[src/logic/pmcs_pkg.sv]
`default_nettype none
package pmcs_pkg;

  ////////////////////////////////////////////////////////////////////////////
  // Timing
  localparam int CLK_MHZ = 125;
  localparam int CORE_START_NS = 2000;
  localparam int STABILIZE_NS = 1000;

  // Least times round up to whole cycles, never below one
  function automatic int pmcs_cyc_up(input int ns);
    int c;
    c = (ns * CLK_MHZ + 999) / 1000;
    return (c < 1) ? 1 : c;
  endfunction

  localparam int CORE_START_CYC = pmcs_cyc_up(CORE_START_NS);
  localparam int STABILIZE_CYC = pmcs_cyc_up(STABILIZE_NS);

  ////////////////////////////////////////////////////////////////////////////
  // Register map
  localparam int AXI_AW = 8;
  localparam logic [7:0] OFS_CTRL = 8'h00;
  localparam logic [7:0] OFS_CFG = 8'h04;
  localparam logic [7:0] OFS_STAT = 8'h08;
  localparam logic [7:0] OFS_IRQC = 8'h0C;
  localparam logic [7:0] OFS_IRQE = 8'h10;
  localparam int IRQC_GIE_BIT = 7;
  localparam logic [1:0] RESP_OKAY = 2'h0;
  localparam logic [1:0] RESP_SLVERR = 2'h2;

  // Oscillator control word, bit 7 down to bit 0
  typedef struct packed {
    logic idle_select_bit;
    logic [2:0] internal_freq_select;
    logic internal_source_select;
    logic rsvd;
    logic [1:0] clock_select_field;
  } pmcs_ctrl_t;
  localparam pmcs_ctrl_t CTRL_RST = 8'h00;

  // Start-up options, bit 2 down to bit 0
  typedef struct packed {
    logic two_speed_en;
    logic fail_safe_en;
    logic watchdog_en;
  } pmcs_cfg_t;
  localparam pmcs_cfg_t CFG_RST = 3'h0;

  typedef enum logic [6:0] {
    ST_RST_HOLD = 7'h01,
    ST_RUN_PRI = 7'h02,
    ST_RUN_INT = 7'h04,
    ST_IDLE_INT = 7'h08,
    ST_IDLE_PRI = 7'h10,
    ST_SLEEP = 7'h20,
    ST_WAKE = 7'h40
  } pmcs_state_t;

  // Status word, bit 14 down to bit 0
  typedef struct packed {
    pmcs_state_t mode;
    logic [3:0] rsvd;
    logic core_run;
    logic primary_on;
    logic startup_timer_done_flag;
    logic internal_osc_stable_flag;
  } pmcs_stat_t;

  // Clock enables towards the clock tree
  typedef struct packed {
    logic core;
    logic periph;
    logic internal_osc_mux;
    logic internal_osc;
    logic primary_osc;
    logic low_freq_rc_source;
  } pmcs_clken_t;

endpackage
`default_nettype wire

[src/logic/pmcs_delay_timer.sv]
`timescale 1ns/10ps
`default_nettype none
module pmcs_delay_timer
#(
  parameter int CYCLES = 1,
  parameter int CNT_W = 16
)
(
  input wire logic clk_sys_in,
  input wire logic reset_in,
  input wire logic start_in,
  input wire logic abort_in,
  output logic busy_out,
  output logic done_out
);

  localparam logic [CNT_W-1:0] LOAD = CNT_W'(CYCLES);
  logic [CNT_W-1:0] cnt_q;

  // Done pulses exactly CYCLES edges after the start edge
  always_ff @(posedge clk_sys_in)
  begin
    if (reset_in || abort_in)
    begin
      cnt_q <= '0;
      busy_out <= 1'b0;
      done_out <= 1'b0;
    end
    else if (start_in)
    begin
      cnt_q <= LOAD;
      busy_out <= 1'b1;
      done_out <= 1'b0;
    end
    else
    begin
      cnt_q <= (busy_out && cnt_q != 1) ? cnt_q - 1'b1 : cnt_q;
      busy_out <= busy_out && cnt_q != 1;
      done_out <= busy_out && cnt_q == 1;
    end
  end

endmodule
`default_nettype wire

[src/logic/pmcs_sequencer.sv]
// Design decisions made here: register access over AXI4-Lite and the register offsets.
`timescale 1ns/10ps
`default_nettype none
module pmcs_sequencer
  import pmcs_pkg::*;
#(
  parameter int IRQ_W = 8,
  parameter int CORE_CYC = CORE_START_CYC,
  parameter int STAB_CYC = STABILIZE_CYC,
  parameter int CNT_W = 16
)
(
  input wire logic clk_sys_in,
  input wire logic reset_in,
  input wire logic [AXI_AW-1:0] s_axi_awaddr_in,
  input wire logic s_axi_awvalid_in,
  output logic s_axi_awready_out,
  input wire logic [31:0] s_axi_wdata_in,
  input wire logic [3:0] s_axi_wstrb_in,
  input wire logic s_axi_wvalid_in,
  output logic s_axi_wready_out,
  output logic [1:0] s_axi_bresp_out,
  output logic s_axi_bvalid_out,
  input wire logic s_axi_bready_in,
  input wire logic [AXI_AW-1:0] s_axi_araddr_in,
  input wire logic s_axi_arvalid_in,
  output logic s_axi_arready_out,
  output logic [31:0] s_axi_rdata_out,
  output logic [1:0] s_axi_rresp_out,
  output logic s_axi_rvalid_out,
  input wire logic s_axi_rready_in,
  input wire logic sleep_instr_in,
  input wire logic watchdog_clear_instr_in,
  input wire logic wdt_timeout_in,
  input wire logic [IRQ_W-1:0] irq_flags_in,
  input wire logic reset_source_in,
  input wire logic ost_ready_in,
  input wire logic clock_loss_in,
  output pmcs_clken_t clk_en_out,
  output logic [2:0] internal_freq_out,
  output logic wdt_clear_out,
  output logic wdt_reset_out,
  output logic irq_vector_out,
  output logic resume_out
);

  ////////////////////////////////////////////////////////////////////////////
  // State and registers
  pmcs_state_t state_q, state_d;
  pmcs_ctrl_t ctrl_q;
  pmcs_cfg_t cfg_q;
  pmcs_stat_t stat_w;
  logic irqc_q;
  logic [IRQ_W-1:0] irqe_q;
  logic internal_osc_stable_flag_q, startup_timer_done_flag_q, prim_en_q, osc_en_q, branch_q;
  logic bvalid_q, rvalid_q;
  logic [1:0] bresp_q, rresp_q;
  logic [31:0] rdata_q;

  ////////////////////////////////////////////////////////////////////////////
  // Mode decode
  wire run_w = state_q == ST_RUN_PRI || state_q == ST_RUN_INT;
  wire pm_w = state_q == ST_IDLE_INT || state_q == ST_IDLE_PRI || state_q == ST_SLEEP;
  wire upper_sel_w = ctrl_q.clock_select_field[1]; // Lower bit never read
  wire osc_en_w = ctrl_q.internal_freq_select != 3'h0 || ctrl_q.internal_source_select;
  wire early_ok_w = cfg_q.two_speed_en || cfg_q.fail_safe_en;

  // Wake only from enabled flags, the watchdog or reset
  wire irq_pend_w = |(irq_flags_in & irqe_q);
  wire wake_w = pm_w && (irq_pend_w || wdt_timeout_in) && !reset_source_in;
  wire wdt_run_rst_w = run_w && wdt_timeout_in;
  wire sleep_go_w = run_w && sleep_instr_in && !reset_source_in && !wdt_timeout_in;

  // Idle on the internal mux from internal run, or with upper select set
  wire pm_int_w = upper_sel_w || state_q == ST_RUN_INT;
  wire pmcs_state_t sleep_tgt_w = !ctrl_q.idle_select_bit ? ST_SLEEP :
                                  pm_int_w ? ST_IDLE_INT : ST_IDLE_PRI;

  ////////////////////////////////////////////////////////////////////////////
  // Delay timers
  wire stab_start_w = osc_en_w && !osc_en_q;
  logic stab_done_w, core_done_w;

  pmcs_delay_timer #(
    .CYCLES(STAB_CYC),
    .CNT_W(CNT_W)
  ) u_stab_timer (
    .clk_sys_in(clk_sys_in),
    .reset_in(reset_in),
    .start_in(stab_start_w),
    .abort_in(!osc_en_w),
    .busy_out(),
    .done_out(stab_done_w)
  );

  pmcs_delay_timer #(
    .CYCLES(CORE_CYC),
    .CNT_W(CNT_W)
  ) u_core_timer (
    .clk_sys_in(clk_sys_in),
    .reset_in(reset_in),
    .start_in(wake_w),
    .abort_in(reset_source_in),
    .busy_out(),
    .done_out(core_done_w)
  );

  ////////////////////////////////////////////////////////////////////////////
  // Mode sequencing; a reset source or a run-mode time-out overrides all
  always_comb
  begin
    state_d = state_q;
    if (reset_source_in || wdt_run_rst_w)
      state_d = ST_RST_HOLD;
    else
    begin
      case (state_q)
        ST_RST_HOLD:
        begin
          if (upper_sel_w || (early_ok_w && !ost_ready_in))
            state_d = ST_RUN_INT;
          else if (ost_ready_in)
            state_d = ST_RUN_PRI;
        end
        ST_RUN_PRI:
        begin
          if (sleep_instr_in)
            state_d = sleep_tgt_w;
          else if (upper_sel_w)
            state_d = ST_RUN_INT;
        end
        ST_RUN_INT:
        begin
          if (sleep_instr_in)
            state_d = sleep_tgt_w;
          else if (prim_en_q && ost_ready_in && !upper_sel_w)
            state_d = ST_RUN_PRI;
        end
        ST_IDLE_INT, ST_IDLE_PRI, ST_SLEEP:
        begin
          if (wake_w)
            state_d = ST_WAKE;
        end
        ST_WAKE:
        begin
          if (core_done_w)
            state_d = (prim_en_q && ost_ready_in && !upper_sel_w) ? ST_RUN_PRI : ST_RUN_INT;
        end
        default:
          state_d = ST_RST_HOLD;
      endcase
    end
  end

  ////////////////////////////////////////////////////////////////////////////
  // Oscillator ownership; a shutdown wins over a restart request
  wire prim_off_w = state_d == ST_IDLE_INT || state_d == ST_SLEEP ||
                    (state_d == ST_RUN_INT && upper_sel_w);
  wire prim_on_w = state_d == ST_RST_HOLD ||
                   (state_q == ST_RUN_INT && !upper_sel_w && !sleep_go_w);
  wire enter_pri_w = state_d == ST_RUN_PRI && state_q != ST_RUN_PRI;
  wire reset_int_w = state_q == ST_RST_HOLD && state_d == ST_RUN_INT;
  wire leave_wake_w = state_q == ST_WAKE && state_d != ST_WAKE && state_d != ST_RST_HOLD;

  always_ff @(posedge clk_sys_in)
  begin
    if (reset_in)
    begin
      state_q <= ST_RST_HOLD;
      prim_en_q <= 1'b1;
      startup_timer_done_flag_q <= 1'b0;
      osc_en_q <= 1'b0;
    end
    else
    begin
      state_q <= state_d;
      prim_en_q <= prim_off_w ? 1'b0 : (prim_on_w ? 1'b1 : prim_en_q);
      startup_timer_done_flag_q <= prim_off_w ? 1'b0 : (enter_pri_w ? 1'b1 : startup_timer_done_flag_q);
      osc_en_q <= osc_en_w;
    end
  end

  // Stable flag: cleared with the oscillator off, kept when already stable
  always_ff @(posedge clk_sys_in)
  begin
    if (reset_in || !osc_en_w)
      internal_osc_stable_flag_q <= 1'b0;
    else if (stab_done_w || (reset_int_w && !stab_start_w))
      internal_osc_stable_flag_q <= 1'b1;
  end

  ////////////////////////////////////////////////////////////////////////////
  // Watchdog and exit pulses
  wire ctrl_wr_w;
  wire freq_chg_w = ctrl_wr_w && s_axi_wdata_in[6:4] != ctrl_q.internal_freq_select;
  wire int_clk_w = state_q == ST_RUN_INT || state_q == ST_IDLE_INT || state_q == ST_WAKE;

  always_ff @(posedge clk_sys_in)
  begin
    if (reset_in)
    begin
      wdt_clear_out <= 1'b0;
      wdt_reset_out <= 1'b0;
      irq_vector_out <= 1'b0;
      resume_out <= 1'b0;
      branch_q <= 1'b0;
    end
    else
    begin
      wdt_clear_out <= sleep_go_w || watchdog_clear_instr_in ||
                       (clock_loss_in && cfg_q.fail_safe_en) ||
                       (freq_chg_w && int_clk_w);
      wdt_reset_out <= wdt_run_rst_w && !reset_source_in;
      branch_q <= wake_w ? irq_pend_w && irqc_q : branch_q;
      irq_vector_out <= leave_wake_w && branch_q;
      resume_out <= leave_wake_w && !branch_q;
    end
  end

  ////////////////////////////////////////////////////////////////////////////
  // Clock enables; peripherals run in every mode except sleep and reset hold
  assign clk_en_out.core = run_w;
  assign clk_en_out.periph = state_q != ST_SLEEP && state_q != ST_RST_HOLD;
  assign clk_en_out.internal_osc_mux = int_clk_w;
  assign clk_en_out.internal_osc = osc_en_w;
  assign clk_en_out.primary_osc = prim_en_q && state_q != ST_SLEEP;
  assign clk_en_out.low_freq_rc_source = cfg_q.watchdog_en || cfg_q.fail_safe_en;
  assign internal_freq_out = ctrl_q.internal_freq_select;

  ////////////////////////////////////////////////////////////////////////////
  // AXI4-Lite slave; address and data are taken together, one at a time
  wire wr_take_w = s_axi_awvalid_in && s_axi_wvalid_in && !bvalid_q;
  wire rd_take_w = s_axi_arvalid_in && !rvalid_q;
  wire [7:0] wofs_w = 8'(s_axi_awaddr_in);
  wire [7:0] rofs_w = 8'(s_axi_araddr_in);
  wire wlane_w = wr_take_w && s_axi_wstrb_in[0];
  assign ctrl_wr_w = wlane_w && wofs_w == OFS_CTRL;
  wire w_hit_w = wofs_w == OFS_CTRL || wofs_w == OFS_CFG || wofs_w == OFS_STAT ||
                 wofs_w == OFS_IRQC || wofs_w == OFS_IRQE;
  wire r_hit_w = rofs_w == OFS_CTRL || rofs_w == OFS_CFG || rofs_w == OFS_STAT ||
                 rofs_w == OFS_IRQC || rofs_w == OFS_IRQE;

  assign stat_w = {state_q, 4'h0, run_w, prim_en_q, startup_timer_done_flag_q, internal_osc_stable_flag_q};
  wire [31:0] rd_mux_w =
    rofs_w == OFS_CTRL ? {24'h0, ctrl_q} :
    rofs_w == OFS_CFG ? {29'h0, cfg_q} :
    rofs_w == OFS_STAT ? {17'h0, stat_w} :
    rofs_w == OFS_IRQC ? 32'(irqc_q) << IRQC_GIE_BIT :
    rofs_w == OFS_IRQE ? 32'(irqe_q) : 32'h0;

  assign s_axi_awready_out = wr_take_w;
  assign s_axi_wready_out = wr_take_w;
  assign s_axi_arready_out = !rvalid_q;
  assign s_axi_bvalid_out = bvalid_q;
  assign s_axi_bresp_out = bresp_q;
  assign s_axi_rvalid_out = rvalid_q;
  assign s_axi_rresp_out = rresp_q;
  assign s_axi_rdata_out = rdata_q;

  // Writable registers; the sequencer itself never touches the select bits
  always_ff @(posedge clk_sys_in)
  begin
    if (reset_in)
    begin
      ctrl_q <= CTRL_RST;
      cfg_q <= CFG_RST;
      irqc_q <= 1'b0;
      irqe_q <= '0;
    end
    else if (wlane_w)
    begin
      ctrl_q <= wofs_w == OFS_CTRL ? pmcs_ctrl_t'(s_axi_wdata_in[7:0]) : ctrl_q;
      cfg_q <= wofs_w == OFS_CFG ? pmcs_cfg_t'(s_axi_wdata_in[2:0]) : cfg_q;
      irqc_q <= wofs_w == OFS_IRQC ? s_axi_wdata_in[IRQC_GIE_BIT] : irqc_q;
      irqe_q <= wofs_w == OFS_IRQE ? s_axi_wdata_in[IRQ_W-1:0] : irqe_q;
    end
  end

  // Responses stand until the master takes them
  always_ff @(posedge clk_sys_in)
  begin
    if (reset_in)
    begin
      bvalid_q <= 1'b0;
      bresp_q <= RESP_OKAY;
      rvalid_q <= 1'b0;
      rresp_q <= RESP_OKAY;
      rdata_q <= 32'h0;
    end
    else
    begin
      bvalid_q <= wr_take_w || (bvalid_q && !s_axi_bready_in);
      bresp_q <= wr_take_w ? (w_hit_w ? RESP_OKAY : RESP_SLVERR) : bresp_q;
      rvalid_q <= rd_take_w || (rvalid_q && !s_axi_rready_in);
      rresp_q <= rd_take_w ? (r_hit_w ? RESP_OKAY : RESP_SLVERR) : rresp_q;
      rdata_q <= rd_take_w ? rd_mux_w : rdata_q;
    end
  end

  localparam int A_CORE_MAX = CORE_CYC + 2;
endmodule
`default_nettype wire

[config.mk]
export PLATFORM = sky130hd
export DESIGN_NAME = pmcs_sequencer
export DESIGN_NICKNAME = d
export VERILOG_FILES = /design/src/logic/pmcs_pkg.sv /design/src/logic/pmcs_delay_timer.sv /design/src/logic/pmcs_sequencer.sv
export SDC_FILE = /design/constraint.sdc
export NUM_CORES = 1
export LEC_CHECK = 0
export BUFFER_PORTS_ARGS = -buffer_cell sky130_fd_sc_hd__buf_2
export CAP_MARGIN = 20
export CORE_MARGIN = 2
export CORE_UTILIZATION = 45
export CTS_BUF_LIST = sky130_fd_sc_hd__clkbuf_4 sky130_fd_sc_hd__clkbuf_8
export DETAILED_ROUTE_END_ITERATION = 7
export HOLD_SLACK_MARGIN = 0.1
export PLACE_DENSITY_LB_ADDON = 0.2
export SYNTH_ARGS = -nofsm -noshare
export SYNTH_HDL_FRONTEND = slang
export SYNTH_SLANG_ARGS = --single-unit
[constraint.sdc]
create_clock -name clk_sys_in -period 2.4 [get_ports clk_sys_in]
set_clock_uncertainty 0.2 [all_clocks]
set_input_delay 0.48 -clock clk_sys_in [delete_from_list [all_inputs] [get_ports clk_sys_in]]
set_output_delay 0.48 -clock clk_sys_in [all_outputs]
set_load 0.005 [all_outputs]
## After elaboration in Yosys (flattened, before gate mapping)

Cells that the tools add are included.

- Add/sub/neg operators: 2
- Equal/unequal tests: 30
- Multiplexer cells: 28
- Bitwise logic cells: 1
- Reduce and logical (&&, ||, !) cells: 97

Operators by type and width:

| cell | number |
|---|---|
| $mux 7 | 11 |
| $mux 15 | 3 |
| $logic_and 1x1->1 | 38 |
| $pmux 7 s5 | 1 |
| $eq 16x1->1 const B | 2 |
| $eq 8x4->1 const B | 4 |
| $mux 8 | 4 |
| $ne 16x1->1 const B | 2 |
| $sub 16x1->16 const B | 2 |
| $logic_or 1x1->1 | 31 |
| $eq 8x3->1 const B | 2 |
| $eq 8x5->1 const B | 2 |
| $logic_not 8->1 | 2 |
| $eq 7x1->1 const B | 2 |
| $eq 7x2->1 const B | 2 |
| $eq 7x3->1 const B | 2 |
| $eq 7x4->1 const B | 2 |
| $eq 7x6->1 const B | 2 |
| $ne 7x1->1 const B | 2 |
| $logic_not 1->1 | 13 |
| $and 8x8->8 | 1 |
| $reduce_and 2->1 | 4 |
| $reduce_or 8->1 | 1 |
| $eq 7x5->1 const B | 1 |
| 14 further kinds | 22 |

- Bits in registers: 110
- Input port bits: 73
- Output and inout port bits: 54
- Logic and storage cells: 191

## Logic depth before layout (Yosys ltp)

- Depth after elaboration: 12
- Depth in mapped cells: 9
- Depth with buffers taken out: 7

## By module

From an unflattened synthesis, not the netlist that was laid out.

- Cell total of the unflattened synthesis: 594
- Area total of the unflattened synthesis: 4902.2 um^2

By module, submodules not included:

| module | times used | cells an instance | area an instance (um^2) | sequential area each (um^2) |
|---|---|---|---|---|
| pmcs_sequencer | 1 | 372 | 2967.8 | 1101.1 |
| pmcs_delay_timer (u_core_timer) | 1 | 109 | 993.5 | 360.3 |
| pmcs_delay_timer (u_stab_timer) | 1 | 113 | 940.9 | 360.3 |

## Worst setup path after synthesis

No wires, ideal clock.

- Path type: register to register
- From: reg u_stab_timer.cnt_q[4]
- To: reg u_stab_timer.cnt_q[11]
- Library setup time: 128 ps
- Data arrival time: 2007 ps
- Data required time: 2072 ps
- Setup slack: 66 ps
- Cell stages (with the launch flop): 9
- Path buffers: 3
- Clock period less this slack: 2334 ps
- Cells stage by stage: dfxtp_1 -> or4_1 -> buf_2 -> or4_4 -> buf_6 -> buf_6 -> nand3_1 -> xor2_1 -> nor2_1

- Word-level cells in the longest chain between the ends: 2
- Elaborated cells on any way between the ends: 3

RTL lines:

| element | line | RTL |
|---|---|---|
| start: declaration | pmcs_delay_timer.sv:18 | `logic [CNT_W-1:0] cnt_q;` |
| start signal: assignment | pmcs_delay_timer.sv:37 | `cnt_q <= (busy_out && cnt_q != 1) ? cnt_q - 1'b1 : cnt_q;` |
| parallel branches: the longest is 2 deep, another holds $sub 16x1->16 | n/a |  |

Parallel ways; which one is timed is not known.
A chain may end at the register's enable or synchronous reset.

==> impl_metrics.tcl <==
set metrics [dict create \
    overflow 0 \
    fin_crit_sh 0.959 \
    wirelength_met1_mm 5.75 \
    synthCells 565 \
    critPathBufInv 2 \
    r2r-end "prim_en_q" \
    io_buffers 80 \
    peakVddDrop_mv 0.222 \
    clk_pin_slew_ns 0.09 \
    yosysWarnings 0 \
    fin_cells 802 \
    drv_cap 0 \
    power_density_mw_per_mm2 484 \
    drc 0 \
    cp-start-kind "register" \
    p_total_w 0.00277 \
    fp-row-count 37 \
    synth-seq-cells 91 \
    final_cell_area_mm2 0.00573 \
    drv_slew 0 \
    clock-sinks 91 \
    placed_cell_area_mm2 0.00543 \
    finalSetupViolCount 0 \
    r2r_cells 7 \
    worstPathMaxFanout 11 \
    max_freq_mhz 434 \
    cts_root_buffer "clkbuf_8" \
    path_delay_family "simple AND/OR/NAND/NOR gates" \
    drt-total-wl_mm 12.3 \
    die_x_um 107 \
    die_area_mm2 0.0115 \
    nets 738 \
    tritoncts "built" \
    rrSetupSlack_ns 0.12 \
    synth_top_area_share 0.380 \
    grt_use_total 0.219 \
    dr.pass1.iters 4 \
    post_drt_wl_per_cell_um 15.4 \
    dp_cells 781 \
    rsz0062_at_grt "no" \
    critPathCapture "clk_en_out[4]" \
    critPathSlowestCell "dfxtp_2" \
    slew-limit-headroom 0.600 \
    multiInputGateArea_mm2 0.00271 \
    fp.coreArea_mm2 0.0103 \
    dr.max_layer_used "met4" \
    wl_met3_um 649 \
    worst_pin_slew_ns 0.598 \
    tns_ns 0 \
    cp_num_cells 6 \
    drive_gt1_frac 0.267 \
    grt_max_degree 42 \
    syn_area_mm2 0.00479 \
    first_global_vias 4156 \
    ioPinCount 127 \
    fill_cells 978 \
    wl_met2_mm 5.76 \
    async_flop_share 0 \
    worstPathRequired_ns 1.72 \
    drt_iter0_markers 167 \
    status "complete, no violations" \
    synth_edf_count 0 \
    crit_type "register to primary output" \
    synthFlopType "dfxtp_1" \
    diodes 0 \
    insertion_delay_ns 0.36 \
    synth_cell_types 70 \
    leakage_nw 2.37 \
    cts_buffer_depth 2 \
    yosys.area.top_type "dfxtp_1" \
    fin_util 0.555 \
    die_h_um 107 \
    grt_first_pass_wirelength_mm 20.0 \
    avgSynthCellArea_um2 8.49 \
    syn2layout_area_growth_pct 19.4 \
    path_cells "nor3_2, nand2_1, nor3b_2, buf_4, a21oi_1, buf_2" \
    netlist_top_cells_area "dfxtp_1 (38%), nor2_1 (5.7%), mux2i_1 (4.2%)" \
    cp-startpoint "state_q[1]" \
    r2r-start "state_q[2]" \
    critical_path.max_stage_delay_ns 0.39 \
    num_vias 4463 \
    htreeDepth 3 \
    regArea_mm2 0.00183 \
    antenna_found_initial 0 \
    cp.arrival_ns 1.62 \
    start_util 0.464 \
    vias_per_cell 5.56 \
    synth_seq_area_share 0.380 \
    routabilityCongestion 0.931 \
    drtAntennaViolNets 0 \
    dpl.hpwl_mm 9.16 \
    endpoint_kind "primary output" \
    fin_crit_ns 2.30 \
    hold_violations 0 \
    numCtsBuffers 9 \
    min_path_type "input pin to register" \
]
[through the flow]
stage / hold WS (ns) / worst slack, ns
after global placement: 0.237 / 0.0787
final: 0.177 / 0.0975
after global routing: 0.165 / 0.00206
after detailed placement: 0.251 / -0.0000737
after floorplan: 0.222 / 0.0658
after CTS: 0.162 / -0.00434
[layer usage]
layer | GRT usage | vias up
met5 | 0 | -
met4 | 0.0631 | 0
met3 | 0.0401 | 13
met2 | 0.356 | 139
met1 | 0.298 | 2119
li1 | - | 2192
[where the power goes]
part | internal [W] | switching [W] | total (W)
clock | 0.000459 | 0.000533 | 0.000992
combinational | 0.000103 | 0.000136 | 0.000238
sequential | 0.00153 | 0.0000131 | 0.00154
[flip-flops by register name, indices dropped and copies added, names as in the netlist, 3 cells and up]
register / count
state_q: 7
u_stab_timer.cnt_q: 16
internal_freq_out: 3
ctrl_q: 5
cfg_q: 3
irqe_q: 8
u_core_timer.cnt_q: 16
s_axi_rdata_out: 15
[cells by family after synthesis]
kind of cell	Yosys count	synth area share
buffers and inverters	73	0.0817
other	1	0.000782
AOI/OAI and AO/OA	98	0.143
and+or+nand+nor	242	0.276
adders and majority gates	4	0.0104
xor gates and xnor gates	35	0.0639
muxes	21	0.0441
DFF	91	0.380
[area by class of cell]
cell class | instances | share of cell area
timing repair buffer | 126 | 0.135
inverter | 14 | 0.00918
sequential | 91 | 0.320
multi-input combinational | 419 | 0.473
clock inverter | 3 | 0.00371
tap | 136 | 0.0297
clock buffer | 13 | 0.0291
[timing repair]
action,4_1_cts,5_1_grt
buffers inserted,1,3
hold buffers,1,0
gates resized for setup,6,15
hold endpoints to repair,1,0
pin swaps,0,4
setup endpoints to repair,4,37
[worst min path at each step]
stage / slack, ns / from / to / cells past startpoint
6_report: 0.18 / s_axi_wdata_in[3] / irqe_q[3] / 3
5_1_grt: 0.17 / s_axi_wdata_in[3] / irqe_q[3] / 3
4_1_cts: 0.16 / reset_in / startup_timer_done_flag_q / 2
3_5_place_dp: 0.25 / s_axi_rresp_out[1] / s_axi_rresp_out[1] / 2
3_3_place_gp: 0.24 / u_stab_timer.done_out / internal_osc_stable_flag_q / 1
2_1_floorplan: 0.22 / branch_q / resume_out / 1
[layout by cell type, fill, tap and decap left out, drive strengths merged, types with 12 or more instances in the layout]
cell      n
mux2i    20
xnor2    20
buf     125
inv      15
nor4     19
xor2     15
dfxtp    91
or4      12
clkbuf   13
nor3     21
nand2    29
nand3    24
conb     19
nor2     73
a21oi    28
[worst min-delay path: stages]
cell	delay, ns
buf_2	0.09
mux2i_1	0.06
nor2_1	0.07
[cell usage after synthesis, drive strengths merged, types with 5 or more instances]
master and n:
nor2b 11, nor4 19, xnor2 20, or4 12, nand4 5, a21oi 28
nor2 73, a22oi 11, mux2i 20, xor2 15, o21ai 11, nor3 21
clkbuf 25, buf 34, nand2 29, inv 14, a211oi 6, or2 8
or3 9, nand3 24, a221oi 10, nor3b 5, dfxtp 91
No activity file was read; power rests on OpenSTA's default activity.
